<file path="src/hdl/gpc_map.svh">
`ifndef GPC_MAP_SVH
`define GPC_MAP_SVH

// Register indices as printed; byte address is four times the index
`define GPC_IDX_CTL_11 8'h24
`define GPC_IDX_CTL_12 8'h25
`define GPC_IDX_CTL_13 8'h26
`define GPC_IDX_CTL_14 8'h27
`define GPC_IDX_CTL_15 8'h28
`define GPC_IDX_FIRST 8'h24
`define GPC_PIN_COUNT 5
// Read-only view of synchronised pad levels, one bit per pin
`define GPC_IDX_PAD_STATE 8'h29

// Control register fields
`define GPC_BIT_DIR 0
`define GPC_BIT_POL 1
`define GPC_BIT_ALT 2
`define GPC_BIT_ODRAIN 7
`define GPC_CTL_RESET 8'h01
`define GPC_CTL_KEEP 8'h87

// AXI responses
`define GPC_RESP_OKAY 2'h0
`define GPC_RESP_SLVERR 2'h2

`endif

</file>
<file path="src/hdl/gpc_pkg.sv">
package gpc_pkg;
	typedef logic [7:0] ctl_type;
	typedef enum logic [1:0] {WR_IDLE, WR_RESP} wr_state_type;
	typedef enum logic [1:0] {RD_IDLE, RD_RESP} rd_state_type;
endpackage : gpc_pkg

</file>
<file path="src/hdl/gpc_pin.sv">
`include "gpc_map.svh"

module gpc_pin
(
	// Clock and reset
	input wire logic clk_in,
	input wire logic reset_in,
	// Control
	input wire logic [7:0] ctl_in,
	// Pad and function side
	input wire logic pad_in,
	input wire logic gpio_out_value_in,
	input wire logic alt_drive_low_in,
	output logic pad_sync_out,
	output logic value_out,
	output logic pad_drive_out,
	output logic pad_oe_n_out
);
	typedef struct packed
	{
		logic s1;
		logic s2;
		logic drive;
		logic oe_n;
	} pin_st_type;

	pin_st_type st_q;
	pin_st_type st_d;
	logic is_out;
	logic level;

	always_comb
	begin
		st_d = st_q;
		st_d.s1 = pad_in;
		st_d.s2 = st_q.s1;
		// Game port owns the pad: driven low to discharge, else released
		if (ctl_in[`GPC_BIT_ALT])
		begin
			is_out = alt_drive_low_in;
			level = 1'b0;
		end
		else
		begin
			is_out = ~ctl_in[`GPC_BIT_DIR];
			level = gpio_out_value_in ^ ctl_in[`GPC_BIT_POL];
		end
		st_d.drive = level;
		// Open drain only ever pulls low
		if (ctl_in[`GPC_BIT_ODRAIN])
			st_d.oe_n = ~(is_out & ~level);
		else
			st_d.oe_n = ~is_out;
	end

	always_ff @(posedge clk_in)
	begin
		if (reset_in)
			st_q <= '{s1: 1'b0, s2: 1'b0, drive: 1'b0, oe_n: 1'b1};
		else
			st_q <= st_d;
	end

	assign pad_sync_out = st_q.s2;
	assign value_out = st_q.s2 ^ ctl_in[`GPC_BIT_POL];
	assign pad_drive_out = st_q.drive;
	assign pad_oe_n_out = st_q.oe_n;

	odrain_high_a: assert property (@(posedge clk_in) disable iff (reset_in)
		$past(ctl_in[`GPC_BIT_ODRAIN]) && !$past(reset_in) && !st_q.oe_n
		|-> !st_q.drive)
		else $error("open drain drove high");
endmodule : gpc_pin

</file>
<file path="src/hdl/gpc_top.sv">
`include "gpc_map.svh"

module gpc_top
(
	// Clock and reset
	input wire logic REF_CLK_IN,
	input wire logic RESET_IN,
	// AXI4-Lite write address and data
	input wire logic [31:0] S_AXI_AWADDR_IN,
	input wire logic S_AXI_AWVALID_IN,
	output logic S_AXI_AWREADY_OUT,
	input wire logic [31:0] S_AXI_WDATA_IN,
	input wire logic [3:0] S_AXI_WSTRB_IN,
	input wire logic S_AXI_WVALID_IN,
	output logic S_AXI_WREADY_OUT,
	// AXI4-Lite write response
	output logic [1:0] S_AXI_BRESP_OUT,
	output logic S_AXI_BVALID_OUT,
	input wire logic S_AXI_BREADY_IN,
	// AXI4-Lite read
	input wire logic [31:0] S_AXI_ARADDR_IN,
	input wire logic S_AXI_ARVALID_IN,
	output logic S_AXI_ARREADY_OUT,
	output logic [31:0] S_AXI_RDATA_OUT,
	output logic [1:0] S_AXI_RRESP_OUT,
	output logic S_AXI_RVALID_OUT,
	input wire logic S_AXI_RREADY_IN,
	// Pads, index 0 is pin one of the group
	input wire logic [4:0] PAD_IN,
	output logic [4:0] PAD_OUT,
	output logic [4:0] PAD_OE_N_OUT,
	// Plain GPIO values
	input wire logic [4:0] GPIO_VALUE_IN,
	output logic [4:0] GPIO_VALUE_OUT,
	// Joystick buttons, valid only while routed
	output logic STICK1_BUTTON2_OUT,
	output logic STICK2_BUTTON1_OUT,
	output logic STICK2_BUTTON2_OUT,
	// Joystick axis timing pins
	input wire logic STICK1_XAXIS_DISCHARGE_IN,
	input wire logic STICK1_YAXIS_DISCHARGE_IN,
	output logic STICK1_XAXIS_RC_OUT,
	output logic STICK1_YAXIS_RC_OUT
);
	localparam int NPIN = `GPC_PIN_COUNT;

	typedef struct packed
	{
		gpc_pkg::ctl_type [NPIN-1:0] ctl;
		gpc_pkg::wr_state_type wst;
		gpc_pkg::rd_state_type rst;
		logic aw_got;
		logic w_got;
		logic [7:0] aw_idx;
		logic [31:0] wdata;
		logic [3:0] wstrb;
		logic [1:0] bresp;
		logic [31:0] rdata;
		logic [1:0] rresp;
		logic [NPIN-1:0] val;
		logic b1;
		logic b2;
		logic b3;
		logic xrc;
		logic yrc;
	} top_st_type;

	top_st_type st_q;
	top_st_type st_d;
	logic [NPIN-1:0] pad_sync;
	logic [NPIN-1:0] pin_value;
	logic [NPIN-1:0] alt_low;
	logic [NPIN-1:0] oe_n;
	logic [NPIN-1:0] pad_drv;

	////////////////////////////////////////////////////////////////////////
	// Game-port discharge routed only to axis pins
	assign alt_low = {STICK1_YAXIS_DISCHARGE_IN, STICK1_XAXIS_DISCHARGE_IN,
		3'h0};

	for (genvar i = 0; i < NPIN; i++)
	begin : g_pin
		gpc_pin u_pin
		(
			.clk_in(REF_CLK_IN),
			.reset_in(RESET_IN),
			.ctl_in(st_q.ctl[i]),
			.pad_in(PAD_IN[i]),
			.gpio_out_value_in(GPIO_VALUE_IN[i]),
			.alt_drive_low_in(alt_low[i]),
			.pad_sync_out(pad_sync[i]),
			.value_out(pin_value[i]),
			.pad_drive_out(pad_drv[i]),
			.pad_oe_n_out(oe_n[i])
		);
	end

	////////////////////////////////////////////////////////////////////////
	function automatic logic idx_ok(input logic [7:0] idx);
		idx_ok = idx >= `GPC_IDX_FIRST &&
			idx < (`GPC_IDX_FIRST + 8'(NPIN));
	endfunction : idx_ok

	always_comb
	begin
		logic [7:0] ridx;
		logic [2:0] sel;
		logic [7:0] wb;
		ridx = S_AXI_ARADDR_IN[9:2];
		sel = 3'h0;
		wb = 8'h00;
		st_d = st_q;
		// Write: address and data taken independently
		if (st_q.wst == gpc_pkg::WR_IDLE)
		begin
			if (!st_q.aw_got && S_AXI_AWVALID_IN)
			begin
				st_d.aw_got = 1'b1;
				st_d.aw_idx = S_AXI_AWADDR_IN[9:2];
			end
			if (!st_q.w_got && S_AXI_WVALID_IN)
			begin
				st_d.w_got = 1'b1;
				st_d.wdata = S_AXI_WDATA_IN;
				st_d.wstrb = S_AXI_WSTRB_IN;
			end
			if (st_q.aw_got && st_q.w_got)
			begin
				st_d.aw_got = 1'b0;
				st_d.w_got = 1'b0;
				st_d.wst = gpc_pkg::WR_RESP;
				st_d.bresp = `GPC_RESP_SLVERR;
				if (idx_ok(st_q.aw_idx))
				begin
					sel = 3'(st_q.aw_idx - `GPC_IDX_FIRST);
					wb = st_q.wdata[7:0] & `GPC_CTL_KEEP;
					if (st_q.wstrb[0])
						st_d.ctl[sel] = wb;
					st_d.bresp = `GPC_RESP_OKAY;
				end
			end
		end
		else if (S_AXI_BREADY_IN)
			st_d.wst = gpc_pkg::WR_IDLE;
		// Read
		if (st_q.rst == gpc_pkg::RD_IDLE)
		begin
			if (S_AXI_ARVALID_IN)
			begin
				st_d.rst = gpc_pkg::RD_RESP;
				st_d.rdata = 32'h0;
				st_d.rresp = `GPC_RESP_OKAY;
				if (idx_ok(ridx))
				begin
					sel = 3'(ridx - `GPC_IDX_FIRST);
					st_d.rdata[7:0] = st_q.ctl[sel];
				end
				else if (ridx == `GPC_IDX_PAD_STATE)
					st_d.rdata[NPIN-1:0] = pad_sync;
				else
					st_d.rresp = `GPC_RESP_SLVERR;
			end
		end
		else if (S_AXI_RREADY_IN)
			st_d.rst = gpc_pkg::RD_IDLE;
		// Function routing: buttons inactive high, axis RC outputs low when not selected
		st_d.val = pin_value;
		for (int i = 0; i < NPIN; i++)
			if (st_q.ctl[i][`GPC_BIT_ALT])
				st_d.val[i] = 1'b0;
		st_d.b1 = st_q.ctl[0][`GPC_BIT_ALT] ? pin_value[0] : 1'b1;
		st_d.b2 = st_q.ctl[1][`GPC_BIT_ALT] ? pin_value[1] : 1'b1;
		st_d.b3 = st_q.ctl[2][`GPC_BIT_ALT] ? pin_value[2] : 1'b1;
		st_d.xrc = st_q.ctl[3][`GPC_BIT_ALT] ? pad_sync[3] : 1'b0;
		st_d.yrc = st_q.ctl[4][`GPC_BIT_ALT] ? pad_sync[4] : 1'b0;
	end

	always_ff @(posedge REF_CLK_IN)
	begin
		if (RESET_IN)
		begin
			st_q <= '0;
			st_q.ctl <= {NPIN{`GPC_CTL_RESET}};
			st_q.b1 <= 1'b1;
			st_q.b2 <= 1'b1;
			st_q.b3 <= 1'b1;
		end
		else
			st_q <= st_d;
	end

	////////////////////////////////////////////////////////////////////////
	// Ready held low while response pends so one write in flight at a time
	assign S_AXI_AWREADY_OUT = ~st_q.aw_got && st_q.wst == gpc_pkg::WR_IDLE;
	assign S_AXI_WREADY_OUT = ~st_q.w_got && st_q.wst == gpc_pkg::WR_IDLE;
	assign S_AXI_BVALID_OUT = st_q.wst == gpc_pkg::WR_RESP;
	assign S_AXI_BRESP_OUT = st_q.bresp;
	assign S_AXI_ARREADY_OUT = st_q.rst == gpc_pkg::RD_IDLE;
	assign S_AXI_RVALID_OUT = st_q.rst == gpc_pkg::RD_RESP;
	assign S_AXI_RDATA_OUT = st_q.rdata;
	assign S_AXI_RRESP_OUT = st_q.rresp;
	assign PAD_OUT = pad_drv;
	assign PAD_OE_N_OUT = oe_n;
	assign GPIO_VALUE_OUT = st_q.val;
	assign STICK1_BUTTON2_OUT = st_q.b1;
	assign STICK2_BUTTON1_OUT = st_q.b2;
	assign STICK2_BUTTON2_OUT = st_q.b3;
	assign STICK1_XAXIS_RC_OUT = st_q.xrc;
	assign STICK1_YAXIS_RC_OUT = st_q.yrc;

	////////////////////////////////////////////////////////////////////////
	reset_value_a: assert property (@(posedge REF_CLK_IN)
		$past(RESET_IN) |-> st_q.ctl[0] == `GPC_CTL_RESET)
		else $error("control not reset to one");
	reserved_zero_a: assert property (@(posedge REF_CLK_IN)
		disable iff (RESET_IN) (st_q.ctl[2] & ~`GPC_CTL_KEEP) == 8'h00)
		else $error("reserved bits held");
	input_release_a: assert property (@(posedge REF_CLK_IN)
		disable iff (RESET_IN) st_q.ctl[1] == 8'h01 [*2] |-> oe_n[1])
		else $error("input pin driven");
	output_drive_a: assert property (@(posedge REF_CLK_IN)
		disable iff (RESET_IN) st_q.ctl[0] == 8'h00 [*2]
		|-> !oe_n[0] && pad_drv[0] == $past(GPIO_VALUE_IN[0]))
		else $error("output pin not driven");
	polarity_inv_a: assert property (@(posedge REF_CLK_IN)
		disable iff (RESET_IN) st_q.ctl[0] == 8'h02 [*2]
		|-> pad_drv[0] == !$past(GPIO_VALUE_IN[0]))
		else $error("polarity not inverted");
	open_drain_a: assert property (@(posedge REF_CLK_IN)
		disable iff (RESET_IN) st_q.ctl[1] == 8'h80
		##1 st_q.ctl[1] == 8'h80 && $past(GPIO_VALUE_IN[1]) |-> oe_n[1])
		else $error("open drain drove high");
	button_route_a: assert property (@(posedge REF_CLK_IN)
		disable iff (RESET_IN) st_q.ctl[0] == 8'h05 [*2]
		|=> STICK1_BUTTON2_OUT == $past(pin_value[0]))
		else $error("button not routed");
	gpio_muted_a: assert property (@(posedge REF_CLK_IN)
		disable iff (RESET_IN) $past(st_q.ctl[2][2]) |-> !GPIO_VALUE_OUT[2])
		else $error("gpio value during game port");
	axis_discharge_a: assert property (@(posedge REF_CLK_IN)
		disable iff (RESET_IN) st_q.ctl[3] == 8'h05 ##1 st_q.ctl[3] == 8'h05
		&& $past(STICK1_XAXIS_DISCHARGE_IN) |-> !oe_n[3] && !pad_drv[3])
		else $error("axis discharge missing");
	yaxis_discharge_a: assert property (@(posedge REF_CLK_IN)
		disable iff (RESET_IN) st_q.ctl[4] == 8'h05 ##1 st_q.ctl[4] == 8'h05
		&& $past(STICK1_YAXIS_DISCHARGE_IN) |-> !oe_n[4] && !pad_drv[4])
		else $error("y axis discharge missing");
	button_two_a: assert property (@(posedge REF_CLK_IN)
		disable iff (RESET_IN) st_q.ctl[1] == 8'h05 [*2]
		|=> STICK2_BUTTON1_OUT == $past(pin_value[1]))
		else $error("second stick button one not routed");
	button_three_a: assert property (@(posedge REF_CLK_IN)
		disable iff (RESET_IN) st_q.ctl[2] == 8'h05 [*2]
		|=> STICK2_BUTTON2_OUT == $past(pin_value[2]))
		else $error("second stick button two not routed");
	xaxis_follow_a: assert property (@(posedge REF_CLK_IN)
		disable iff (RESET_IN) $past(st_q.ctl[3][`GPC_BIT_ALT])
		|-> STICK1_XAXIS_RC_OUT == $past(pad_sync[3]))
		else $error("x axis level not routed");
	yaxis_follow_a: assert property (@(posedge REF_CLK_IN)
		disable iff (RESET_IN) $past(st_q.ctl[4][`GPC_BIT_ALT])
		|-> STICK1_YAXIS_RC_OUT == $past(pad_sync[4]))
		else $error("y axis level not routed");
	button_idle_a: assert property (@(posedge REF_CLK_IN)
		disable iff (RESET_IN) !$past(st_q.ctl[0][`GPC_BIT_ALT])
		|-> STICK1_BUTTON2_OUT)
		else $error("button active while gpio");
	gpio_pass_a: assert property (@(posedge REF_CLK_IN)
		disable iff (RESET_IN) !$past(st_q.ctl[2][`GPC_BIT_ALT])
		|-> GPIO_VALUE_OUT[2] == $past(pin_value[2]))
		else $error("gpio value not passed");
	read_answer_a: assert property (@(posedge REF_CLK_IN)
		disable iff (RESET_IN) S_AXI_ARVALID_IN && S_AXI_ARREADY_OUT
		|=> S_AXI_RVALID_OUT)
		else $error("read response late");
	write_resp_a: assert property (@(posedge REF_CLK_IN)
		disable iff (RESET_IN) st_q.aw_got && st_q.w_got |=> S_AXI_BVALID_OUT)
		else $error("write response late");
endmodule : gpc_top

</file>
<file path="config.mk">
export PLATFORM = sky130hd
export DESIGN_NAME = gpc_top
export DESIGN_NICKNAME = d
export VERILOG_FILES = /design/src/hdl/gpc_pkg.sv /design/src/hdl/gpc_pin.sv /design/src/hdl/gpc_top.sv
export VERILOG_INCLUDE_DIRS = /design/src /design/src/hdl
export SDC_FILE = /design/constraint.sdc
export NUM_CORES = 1
export LEC_CHECK = 0
export BUFFER_PORTS_ARGS = -buffer_cell sky130_fd_sc_hd__buf_2
export CAP_MARGIN = 20
export CORE_ASPECT_RATIO = 0.6
export CORE_MARGIN = 3
export CORE_UTILIZATION = 40
export DETAILED_ROUTE_END_ITERATION = 6
export PLACE_DENSITY = 0.76
export SETUP_SLACK_MARGIN = 0.15
export SYNTH_ARGS = -nofsm -noshare
export SYNTH_HDL_FRONTEND = slang
export SYNTH_HIERARCHICAL = 1
export SYNTH_SLANG_ARGS = --single-unit
</file>
<file path="constraint.sdc">
create_clock -name REF_CLK_IN -period 1.7 [get_ports REF_CLK_IN]
set_clock_uncertainty 0.05 [all_clocks]
set_input_delay 0 -clock REF_CLK_IN [delete_from_list [all_inputs] [get_ports REF_CLK_IN]]
set_output_delay 0 -clock REF_CLK_IN [all_outputs]
set_load 0.03 [all_outputs]
</file>
==> impl_metrics.env <==
export IMPL_power_switching_mw=1.05
export IMPL_endpoint="st_q[103]"
export IMPL_synthTopCellsByCount="dfxtp_1 (75), buf_4 (41), nor2_1 (33)"
export IMPL_fin_crit_sh=1.03
export IMPL_nets=578
export IMPL_gp_congestion=0.802
export IMPL_syn_area_sq_um=3340
export IMPL_crit_required_ns=1.87
export IMPL_violations="negative setup slack"
export IMPL_drive_above_1_share=0.291
export IMPL_synth_warnings=6
export IMPL_track_usage=0.173
export IMPL_vdd_drop_max_mv=0.546
export IMPL_clock_path_buffers=2
export IMPL_io_buffers=72
export IMPL_crit_start="st_q[88]"
export IMPL_switching_share=0.258
export IMPL_antenna_found_initial=0
export IMPL_antenna_diode_count=0
export IMPL_yosys_register_bits=75
export IMPL_coreArea_sq_um=8010
export IMPL_vias=2721
export IMPL_yosys_area_top_type_share=0.449
export IMPL_worstPathMaxFanout=5
export IMPL_maxCapViolCount=0
export IMPL_boundaryPins=180
export IMPL_clk_latency_ns=0.34
export IMPL_power_leakage_nw=1.95
export IMPL_final_util=0.543
export IMPL_multi_input_area_sq_um=1600
export IMPL_synth_edf_count=0
export IMPL_r2r_cells=5
export IMPL_die_h_um=76.8
export IMPL_grt_pass1_vias=2656
export IMPL_dr_pass1_iters=5
export IMPL_clockRootBuffer="clkbuf_16"
export IMPL_seq_area_sq_um=1510
export IMPL_cp_end_kind="flip-flop"
export IMPL_cts_tree="yes"
export IMPL_clkTransAtPathRegs_ns=0.06
export IMPL_clock_power_share=0.427
export IMPL_ant_nets=0
export IMPL_initialDrtViolationCount=189
export IMPL_p_per_area_nw_per_um2=935
export IMPL_core_rowCount=25
export IMPL_internal_power_mw=3.02
export IMPL_pwr_share_seq=0.456
export IMPL_slew_viol_final=0
export IMPL_path_buf_inv=1
export IMPL_setup_viol=4
export IMPL_power_mw=4.07
export IMPL_path_class="reg -> reg"
export IMPL_slowest_delay_ns=0.59
export IMPL_drt_wl_total_mm=7.90
export IMPL_grt_pass1_wl_mm=12.9
export IMPL_syn_to_final_growth_pct=30.2
export IMPL_vias_per_cell=4.76
export IMPL_critPathSlowestCell="or4b_4"
export IMPL_period_needed_ns=1.75
export IMPL_synthArstFlopShare=0
export IMPL_grt_setup_unrepaired="true"
export IMPL_status="finished with violations"
export IMPL_crit_cells=5
export IMPL_fin_hold_ws_ns=0.0418
export IMPL_r2r_start="st_q[88]"
export IMPL_p_comb_frac=0.117
export IMPL_ff2ff_setup_slack_ns=-0.05
export IMPL_min_path_type="in -> reg"
export IMPL_fmax_mhz=572
export IMPL_cts_sinks=75
export IMPL_synth_area_top_cells="dfxtp_1 (45%), buf_4 (9.2%), mux2i_1 (7.5%)"
export IMPL_cts_htree_levels=3
export IMPL_grt_overflow=0
export IMPL_ys_seq_area_frac=0.449
export IMPL_cp_arrival_ns=1.91
export IMPL_dieArea_sq_um=9520
export IMPL_hold_viol=0
export IMPL_synth_avg_cell_area_sq_um=9.52
export IMPL_crit_family="simple AND/OR/NAND/NOR gates"
export IMPL_r2r_end="st_q[103]"
export IMPL_cp_start_kind="flip-flop"
export IMPL_worstPathCellList="or4b_4 > nor4b_4 > buf_4 > mux2i_1 > nor2_1"
export IMPL_syn_inst=351
export IMPL_grt_max_degree=69
export IMPL_die_w_um=124
export IMPL_yosysUniqueCellTypes=44
export IMPL_ys_flop_type="dfxtp_1"
export IMPL_drc=0
export IMPL_dp_hpwl_mm=5.62
export IMPL_post_synth_top_count_cell="dfxtp_1"
export IMPL_fin_ws_ns=-0.0470
export IMPL_yosysTopAreaCell="dfxtp_1"
export IMPL_fillers=718
export IMPL_start_util=0.417
export IMPL_cts_made_buffers=9
export IMPL_wl_per_cell_um=13.8
==> power groups by stage <==
stage	Combinational, mW	Sequential (mW)	Clock (mW)
final	0.476	1.86	1.74
after floorplan	0.330	1.90	0
after global placement	0.406	1.89	0
after detailed placement	0.415	1.89	0
after CTS	0.470	1.86	1.79
after global routing	0.519	1.86	1.84
==> cell usage in the layout (no fill, tap or decap), types with 9 or more instances in the layout <==
cell,netlist,routed
buf_4,41,16
conb_1,1,31
nor3_1,14,14
nand2_1,29,29
dlygate4sd3_1,0,31
nor2_1,33,30
a21oi_1,17,17
and2b_2,10,10
dfxtp_1,75,72
buf_2,3,72
mux2i_1,25,25
clkbuf_16,0,9
==> metrics by stage <==
step / cell area [sq um] / TNS [ns] / setup slack (ns) / cells
2_1_floorplan: 3460 / 0 / 0.00271 / 381
3_3_place_gp: 3730 / -0.00151 / -0.00151 / 524
3_5_place_dp: 3730 / -0.0936 / -0.0343 / 524
4_1_cts: 4330 / -0.107 / -0.0583 / 572
5_1_grt: 4350 / -0.361 / -0.0894 / 572
6_report: 4350 / -0.0926 / -0.0470 / 572
==> worst min-delay path by stage <==
stage	from	endpoint	slack [ns]	cells past startpoint
2_1_floorplan	RESET_IN	g_pin[0].u_pin/pad_drive_out	0.03	1
3_3_place_gp	PAD_IN[3]	g_pin[3].u_pin/st_d[2]	0.17	2
3_5_place_dp	PAD_IN[2]	g_pin[2].u_pin/st_d[2]	0.18	2
4_1_cts	RESET_IN	STICK1_XAXIS_RC_OUT	0.04	3
5_1_grt	S_AXI_ARADDR_IN[2]	S_AXI_RDATA_OUT[0]	0.07	3
6_report	RESET_IN	STICK1_XAXIS_RC_OUT	0.04	3
==> worst register-to-register path: stages, from the launching register on <==
cell and delay (ns):
dfxtp_1 0.31, or4b_4 0.59, nor4b_4 0.22, buf_4 0.18
mux2i_1 0.21, nor2_1 0.07
==> layer usage <==
metal | vias up | routed length (um) | track usage
li1 | 1361 | - | -
met1 | 1260 | 3640 | 0.232
met5 | - | 0 | 0
met4 | 0 | 93 | 0.0514
met2 | 91 | 3540 | 0.258
met3 | 9 | 625 | 0.0648
==> layout make-up <==
cell class | count | area share
well taps | 108 | 0.0311
inverters | 5 | 0.00431
repair buffers | 120 | 0.186
multi-input cells | 248 | 0.368
clock buffers | 10 | 0.0549
flip-flops and latches | 75 | 0.346
clock inverters | 6 | 0.00949
==> cells by family (layout without fill, tap and decap cells) <==
| kind of cell | count (synthesis) | count (layout) | share of synthesized area |
|---|---|---|---|
| xor gates and xnor gates | 10 | 10 | 0.0262 |
| buffers and inverters | 58 | 141 | 0.112 |
| other | 1 | 31 | 0.00112 |
| AOI/OAI and AO/OA | 44 | 44 | 0.0902 |
| and+or+nand+nor | 135 | 135 | 0.236 |
| DFF | 75 | 75 | 0.449 |
| muxes | 28 | 28 | 0.0850 |
==> registers in the layout, summed over array words and instances, names as in the netlist <==
name,flops
GPIO_VALUE_OUT,5
STICK1_XAXIS_RC_OUT,1
S_AXI_RRESP_OUT,1
STICK1_YAXIS_RC_OUT,1
g_pin.u_pin/st_d,5
st_q,37
g_pin.u_pin/pad_sync_out,5
g_pin.u_pin/pad_drive_out,5
S_AXI_RDATA_OUT,6
S_AXI_BRESP_OUT,1
STICK2_BUTTON1_OUT,1
STICK1_BUTTON2_OUT,1
STICK2_BUTTON2_OUT,1
g_pin.u_pin/pad_oe_n_out,5
==> what timing repair did <==
item                                    4_1_cts  5_1_grt
gates resized for setup                       1        6
hold endpoints to repair                     35        0
buffers inserted                              1        0
endpoints found under the setup margin       19       24
pin swaps                                     1        3
hold buffers                                 31        0
cloned                                        0        0
Power figures use the tool's default switching activity.
